### src/hdl/sos_params.svh
// Offsets, field positions, reset values for the status output selector
`ifndef SOS_PARAMS_SVH
`define SOS_PARAMS_SVH
`define SOS_ADDR_W          8
`define SOS_REG_FB_RUN      8'h01
`define SOS_REG_FB_FREF     8'h02
`define SOS_REG_CTRL        8'h10
`define SOS_REG_SEL         8'h11
`define SOS_REG_ANALOG      8'h12
`define SOS_REG_STATUS      8'h20
`define SOS_REG_FREF_OUT    8'h21
`define SOS_SEL_BUS_LSB     0
`define SOS_SEL_FIRST_LSB   8
`define SOS_SEL_SECOND_LSB  16
`define SOS_RST_SEL_BUS     5'h02
`define SOS_RST_SEL_FIRST   5'h01
`define SOS_RST_SEL_SECOND  5'h00
`define SOS_RST_ANALOG_SEL  3'h0
`endif

### src/hdl/sos_pkg.sv
// Types for the status output selector
package sos_pkg;
  typedef logic [4:0]  sos_sel_t;
  typedef logic [15:0] sos_freq_t;
  typedef struct packed {
    logic fault;
    logic run_fwd;
    logic run_rev;
    logic voltage_out;
    logic freq_agree;
    logic overtorque;
    logic low_torque;
    logic alarm;
    logic output_blocked;
    logic ready;
    logic retrying;
    logic undervoltage_flag;
    logic reverse_running;
    logic speed_search;
    logic feedback_lost;
  } sos_drive_s;
  typedef struct packed {
    logic      fwd;
    logic      rev;
    sos_freq_t fref;
  } sos_cmd_s;
endpackage : sos_pkg

### src/hdl/sos_status_output_selector.sv
// Command source routing and multi-function status output mapping
// Operation
// - Select input closed: run and reference come from bus words 0001H, 0002H.
// - Select input open: use local/remote source, ignore bus command words.
// - Three status outputs, each chosen by its own function select.
// - Selection 0 closes output while drive is faulted.
// - Selection 1 closes on forward/reverse run command or voltage output.
// - Selection 2 closes when output frequency agrees with commanded frequency.
// - Selection 3 closes while output frequency below minimum output frequency.
// - Selection 4 closes at or above detection level; 5 at or below.
// - Selections 6/7 overtorque NO/NC; 8/9 low torque NO/NC.
// - Selection 10 closes while any alarm is detected.
// - Selection 11 closes while drive output is blocked.
// - Selection 12 closes while local operation is selected.
// - Selection 13 closes when no fault and drive is ready.
// - Selection 14 closes while fault retries are in progress.
// - Selection 15 closes while undervoltage is detected.
// - Selection 16 closes while running in reverse.
// - Selection 17 closes during speed search.
// - Selection 19 closes during feedback loss indication.
// - Bus-only output has no terminal; reported only in bus status.
// - Analog select 1 with step reference 2 uses auxiliary analog reference.
// - Analog select 0 disables analog input; 2 and 3 do nothing.
//
// The implementer's own choices: the placing of the registers and the plain strobed port.
`timescale 1ns/1ps
`default_nettype none
`include "sos_params.svh"
module sos_status_output_selector
  import sos_pkg::*;
(
  // Clock and reset
  input  wire logic                   mclk_in,
  input  wire logic                   rst_n_in,
  // Register port
  input  wire logic [`SOS_ADDR_W-1:0] addr_in,
  input  wire logic [31:0]            wdata_in,
  input  wire logic                   wr_in,
  input  wire logic                   rd_in,
  output logic      [31:0]            rdata_out,
  // Source selection
  input  wire logic                   cmd_source_sel_in,
  input  wire logic                   local_sel_in,
  input  wire sos_cmd_s               local_cmd_in,
  input  wire sos_cmd_s               remote_cmd_in,
  input  wire logic [1:0]             step_sel_in,
  input  wire sos_freq_t              second_step_frequency_in,
  input  wire sos_freq_t              auxiliary_frequency_reference_in,
  // Drive state
  input  wire sos_drive_s             drive_in,
  input  wire sos_freq_t              output_freq_in,
  input  wire sos_freq_t              min_output_freq_in,
  // Results
  output sos_cmd_s                    active_cmd_out,
  output logic                        aux_ref_active_out,
  output logic                        first_status_output_out,
  output logic                        second_status_output_out
);

  // Software-held settings and registered status outputs
  logic [15:0] fb_run_word;
  sos_freq_t   fb_fref_word;
  sos_freq_t   frequency_detection_level;
  sos_sel_t    bus_only_output_function_sel;
  sos_sel_t    first_terminal_output_function_sel;
  sos_sel_t    second_terminal_output_function_sel;
  logic [2:0]  analog_input_function_sel;
  logic        bus_only_status_output;
  logic        first_status_output;
  logic        second_status_output;

  // Status condition for one function select
  function automatic logic sos_cond(input sos_sel_t sel, input sos_drive_s d,
                                    input logic agree, input logic zero,
                                    input logic ge, input logic le,
                                    input logic is_local);
    logic r;
    r = 1'b0;
    case (sel)
      5'h00: r = d.fault;
      5'h01: r = d.run_fwd | d.run_rev | d.voltage_out;
      5'h02: r = agree;
      5'h03: r = zero;
      5'h04: r = ge;
      5'h05: r = le;
      5'h06: r = d.overtorque;
      5'h07: r = ~d.overtorque;
      5'h08: r = d.low_torque;
      5'h09: r = ~d.low_torque;
      5'h0a: r = d.alarm;
      5'h0b: r = d.output_blocked;
      5'h0c: r = is_local;
      5'h0d: r = ~d.fault & d.ready;
      5'h0e: r = d.retrying;
      5'h0f: r = d.undervoltage_flag;
      5'h10: r = d.reverse_running;
      5'h11: r = d.speed_search;
      5'h13: r = d.feedback_lost;
      // Unlisted selections leave the contact open
      default: r = 1'b0;
    endcase
    return r;
  endfunction : sos_cond

  // Comparisons shared by all three outputs
  wire logic freq_agree = drive_in.freq_agree;
  wire logic zero_speed = output_freq_in < min_output_freq_in;
  wire logic freq_ge    = output_freq_in >= frequency_detection_level;
  wire logic freq_le    = output_freq_in <= frequency_detection_level;

  wire logic next_bus_out    = sos_cond(bus_only_output_function_sel, drive_in,
                               freq_agree, zero_speed, freq_ge, freq_le,
                               local_sel_in);
  wire logic next_first_out  = sos_cond(first_terminal_output_function_sel, drive_in,
                               freq_agree, zero_speed, freq_ge, freq_le,
                               local_sel_in);
  wire logic next_second_out = sos_cond(second_terminal_output_function_sel, drive_in,
                               freq_agree, zero_speed, freq_ge, freq_le,
                               local_sel_in);

  // Source routing
  wire sos_cmd_s  fb_cmd       = '{fwd: fb_run_word[0], rev: fb_run_word[1],
                                   fref: fb_fref_word};
  wire sos_cmd_s  lr_cmd       = local_sel_in ? local_cmd_in : remote_cmd_in;
  wire sos_cmd_s  routed_cmd   = cmd_source_sel_in ? fb_cmd : lr_cmd;
  // Only selection 1 uses the analog input; 0, 2, 3 leave the step reference
  wire logic      aux_use      = (analog_input_function_sel == 3'h1) &&
                                 (step_sel_in == 2'h1);
  wire sos_freq_t step_fref    = aux_use ? auxiliary_frequency_reference_in
                                         : second_step_frequency_in;
  wire logic      step2_sel    = step_sel_in == 2'h1;
  wire sos_cmd_s  next_cmd     = '{fwd: routed_cmd.fwd, rev: routed_cmd.rev,
                                   fref: step2_sel ? step_fref : routed_cmd.fref};

  // Register decode
  wire logic wr_run   = wr_in && addr_in == `SOS_REG_FB_RUN;
  wire logic wr_fref  = wr_in && addr_in == `SOS_REG_FB_FREF;
  wire logic wr_ctrl  = wr_in && addr_in == `SOS_REG_CTRL;
  wire logic wr_sel   = wr_in && addr_in == `SOS_REG_SEL;
  wire logic wr_anlg  = wr_in && addr_in == `SOS_REG_ANALOG;

  logic [31:0] rd_mux;
  always_comb begin
    unique case (addr_in)
      `SOS_REG_FB_RUN:   rd_mux = {16'h0000, fb_run_word};
      `SOS_REG_FB_FREF:  rd_mux = {16'h0000, fb_fref_word};
      `SOS_REG_CTRL:     rd_mux = {16'h0000, frequency_detection_level};
      `SOS_REG_SEL:      rd_mux = {11'h000, second_terminal_output_function_sel,
                                   3'h0, first_terminal_output_function_sel,
                                   3'h0, bus_only_output_function_sel};
      `SOS_REG_ANALOG:   rd_mux = {29'h0000000, analog_input_function_sel};
      // Bus-only output is visible nowhere else
      `SOS_REG_STATUS:   rd_mux = {28'h0000000, aux_ref_active_out, second_status_output,
                                   first_status_output, bus_only_status_output};
      `SOS_REG_FREF_OUT: rd_mux = {16'h0000, active_cmd_out.fref};
      default:           rd_mux = 32'h00000000;
    endcase
  end

  always_ff @(posedge mclk_in or negedge rst_n_in) begin
    if (!rst_n_in) begin
      fb_run_word                         <= 16'h0000;
      fb_fref_word                        <= 16'h0000;
      frequency_detection_level           <= 16'h0000;
      bus_only_output_function_sel        <= `SOS_RST_SEL_BUS;
      first_terminal_output_function_sel  <= `SOS_RST_SEL_FIRST;
      second_terminal_output_function_sel <= `SOS_RST_SEL_SECOND;
      analog_input_function_sel           <= `SOS_RST_ANALOG_SEL;
    end else begin
      if (wr_run)  fb_run_word               <= wdata_in[15:0];
      if (wr_fref) fb_fref_word              <= wdata_in[15:0];
      if (wr_ctrl) frequency_detection_level <= wdata_in[15:0];
      if (wr_sel) begin
        bus_only_output_function_sel        <= wdata_in[`SOS_SEL_BUS_LSB +: 5];
        first_terminal_output_function_sel  <= wdata_in[`SOS_SEL_FIRST_LSB +: 5];
        second_terminal_output_function_sel <= wdata_in[`SOS_SEL_SECOND_LSB +: 5];
      end
      if (wr_anlg) analog_input_function_sel <= wdata_in[2:0];
    end
  end

  // Outputs re-evaluated every cycle
  always_ff @(posedge mclk_in or negedge rst_n_in) begin
    if (!rst_n_in) begin
      bus_only_status_output <= 1'b0;
      first_status_output    <= 1'b0;
      second_status_output   <= 1'b0;
      active_cmd_out         <= '0;
      aux_ref_active_out     <= 1'b0;
      rdata_out              <= 32'h00000000;
    end else begin
      bus_only_status_output <= next_bus_out;
      first_status_output    <= next_first_out;
      second_status_output   <= next_second_out;
      active_cmd_out         <= next_cmd;
      aux_ref_active_out     <= aux_use;
      rdata_out              <= rd_in ? rd_mux : 32'h00000000;
    end
  end

  assign first_status_output_out  = first_status_output;
  assign second_status_output_out = second_status_output;

endmodule : sos_status_output_selector
`default_nettype wire

### config.mk
export PLATFORM = sky130hd
export DESIGN_NAME = sos_status_output_selector
export DESIGN_NICKNAME = d
export VERILOG_FILES = /design/src/hdl/sos_pkg.sv /design/src/hdl/sos_status_output_selector.sv
export VERILOG_INCLUDE_DIRS = /design/src /design/src/hdl
export SDC_FILE = /design/constraint.sdc
export NUM_CORES = 1
export LEC_CHECK = 0
export BUFFER_PORTS_ARGS = -buffer_cell sky130_fd_sc_hd__buf_4
export CORE_UTILIZATION = 36
export CTS_CLUSTER_SIZE = 28
export DETAILED_ROUTE_END_ITERATION = 16
export PLACE_DENSITY = 0.69
export SETUP_SLACK_MARGIN = 0.5
export SLEW_MARGIN = 20
export SYNTH_ARGS = -nofsm -noshare
export SYNTH_HDL_FRONTEND = slang
export SYNTH_SLANG_ARGS = --single-unit
### constraint.sdc
create_clock -name mclk_in -period 2.8 [get_ports mclk_in]
set_input_delay 0.56 -clock mclk_in [delete_from_list [all_inputs] [get_ports mclk_in]]
set_output_delay 0.56 -clock mclk_in [all_outputs]
set_load 0.03 [all_outputs]
==> impl_metrics.toml <==
[setup_path]
criticalPathCategory = "reg -> reg"
crit_path_top_delay_cell = "dfrtp_1"
worstRegToRegCells = 8
worst-path-max-fanout = 5
cp.arrival_ps = 2420
end_kind = "register"
cp_num_buf_inv = 1
cp.required_ps = 3030
worst-path-stages = 8
max_stage_delay_ps = 370
path_cells = "inv_2 -> ha_1 -> and4_4 -> nand3_2 -> a2111o_1 -> o2111ai_4 -> nand3_1 -> a311o_1"
path_delay_family = "compound AO/OA/AOI/OAI gates"
startpoint_type = "register"

[die]
initial_utilization = 0.371
die_w_um = 136
die-area_um2 = 18400
core_um2 = 17400
fp.dieH_um = 136
row_count = 48
ios = 216

[finish]
postLayoutCoreUtil = 0.486
stdcell_count = 1018
drive_gt1_frac = 0.402
regArea_um2 = 2730
antenna_cells = 0
fillCellCount = 1637
area_growth_pct = 31.1
final_common_cell = "buf_4"
multi_input_area_um2 = 3420
final_cell_mix = "buf_4, dfrtp_1, mux2_2"
fin_nets = 982
design_area_um2 = 8440

[sta]
period_needed_ps = 2190
finClkSkew_ps = 7.77
slew_headroom = 0.618
fin_setup_tns_ps = 0
drv_slew = 0
max_slew.worst_pin.slew_ps = 573
setup_viol = 0
rsz0062_at_grt = "no"
period_share = 0.783
finalHoldViolCount = 0
clock.fmax_ghz = 0.456

[logic_synthesis]
synth_flop_cell = "dfrtp_1"
synth_area_leaders = "dfrtp_1, mux2_2, mux2i_1, ha_1, a21oi_1"
yosysTopAreaCell = "dfrtp_1"
synthDistinctLibCells = 59
ys_async_sr_fraction = 1.00
yosys.area.top_type_share = 0.416
ys_ff_latch = 109
synth_edf_count = 0
syn-instance-count = 604
yosysWarnings = 0
synth-seq-area-share = 0.424
synth.cell_area_um2 = 6430
post_synth.cell_area_avg_um2 = 10.7

[place]
gp_congestion = 0.840
portBuffers = 193
place_inst = 998
hpwl_um = 13700
placed_area_um2 = 8080

[pwr]
ir_drop_mv = 0.281
p_per_area_nw_per_um2 = 434
power.leakage_nw = 4.02

[clock_network]
clock-sinks = 109
cts_hold_buf = 0
clk_latency_ps = 350
h-tree-depth = 3
clockBufferDepth = 2
numCtsBuffers = 9
clkTransAtPathRegs_ps = 80
cts_tree = "done"
cts_root_buf = "clkbuf_16"

[drt]
via_per_inst = 5.26
routed_wirelength_um = 18200
wl_per_cell_um = 17.8
drt_iter0_markers = 382
drt_first_pass_iters = 5
vias = 5351
drc = 0
postRouteAntennaNets = 0

[global_route]
grt_max_degree = 47
overflow = 0
grt_pass1_wl_um = 27600
grt_pass1_vias = 5177
grt_usage = 0.196
antenna_found_initial = 0

[flow_run]
max_cap_violations = 0

[status]
outcome = "finished clean"

[min_path]
hold_class = "in -> async"
metrics by stage:
step / total power [W] / hold slack (ps) / setup WS [ps]
floorplan: 0.00210 / 264 / 515
global placement: 0.00244 / 487 / 292
detailed placement: 0.00245 / 494 / 234
CTS: 0.00368 / 209 / 501
global route: 0.00381 / 233 / 511
finish: 0.00366 / 194 / 608
layout make-up:
class	instances	area share
tap	225	0.0334
sequential	109	0.324
clock inverter	6	0.00653
clock buffer	10	0.0271
multi-input combinational	423	0.406
inverter	36	0.0160
timing repair buffer	209	0.187
logic make-up after synthesis:
kind of cell | count (synthesis) | share of synthesized area
mux | 114 | 0.198
simple gates | 115 | 0.102
buf+inv | 82 | 0.0578
flops | 109 | 0.424
fa+ha+maj | 31 | 0.0603
other cells | 1 | 0.000583
xor+xnor | 5 | 0.00681
compound gates | 147 | 0.150
worst register-to-register path: stages, from the launching register on:
cell,delay [ps]
dfrtp_1,370
inv_2,60
ha_1,290
and4_4,260
nand3_2,140
a2111o_1,350
o2111ai_4,130
nand3_1,120
a311o_1,340
state kept, by name, indices dropped and copies added, names as in the netlist:
signal and cells:
first_terminal_output_function_sel 5, aux_ref_active_out 1, bus_only_status_output 1, active_cmd_out 18
bus_only_output_function_sel 5, second_terminal_output_function_sel 5, analog_input_function_sel 3, first_status_output_out 1
fb_fref_word 16, second_status_output_out 1, fb_run_word 16, rdata_out 21
frequency_detection_level 16
report_power, final:
group | switching, W | internal (W) | leakage, nW | total (W)
Clock | 0.000604 | 0.000622 | 0.133 | 0.00123
Combinational | 0.000353 | 0.000347 | 2.42 | 0.000700
Sequential | 0.0000828 | 0.00165 | 1.47 | 0.00173
Total | 0.00104 | 0.00262 | 4.02 | 0.00366
worst paths after layout:
path                                                     endpoint                     startpoint  slack (ps)
setup / recovery                           bus_only_status_output  frequency_detection_level[14]         610
hold / removal                                      rdata_out[16]                       rst_n_in         190
setup reg to reg                           bus_only_status_output  frequency_detection_level[14]         610
hold reg to reg                                    fb_run_word[3]                 fb_run_word[3]         510
max in group asynchronous                            rdata_out[0]                       rst_n_in        1880
min in group mclk_in       second_terminal_output_function_sel[0]                   wdata_in[16]         440
repair_timing:
item / in CTS / in global routing
buffers inserted: 2 / 2
resized for setup: 4 / 6
cloned: 0 / 0
pin swaps: 1 / 2
endpoints found under the setup margin: 2 / 3
cell usage after synthesis (3+ instances only):
cell type and n:
and3_1 8, o21ai_0 18, a21oi_1 47, buf_2 9, nor2b_1 4, mux2i_1 46
mux2_2 55, nand4_1 5, a31oi_1 9, nor3_1 8, nand3_1 8, buf_4 12
or3_1 3, clkbuf_1 21, mux2_4 10, ha_1 31, a211oi_1 19, buf_1 3
nor2_1 34, nor3_4 3, a22oi_1 30, dfrtp_1 107, nand2_2 4, a221oi_1 4
o211ai_1 3, nand2_1 18, nand3b_1 3, inv_1 35, xor2_1 4
metal layers:
metal,vias to the layer above,GRT usage,part of all wire
li1,2578,-,-
met1,2583,0.256,0.43
met2,178,0.327,0.49
met3,12,0.0423,0.064
met4,0,0.0543,0.010
met5,-,0,0
Note: power is estimated with default switching activity, not from simulation.
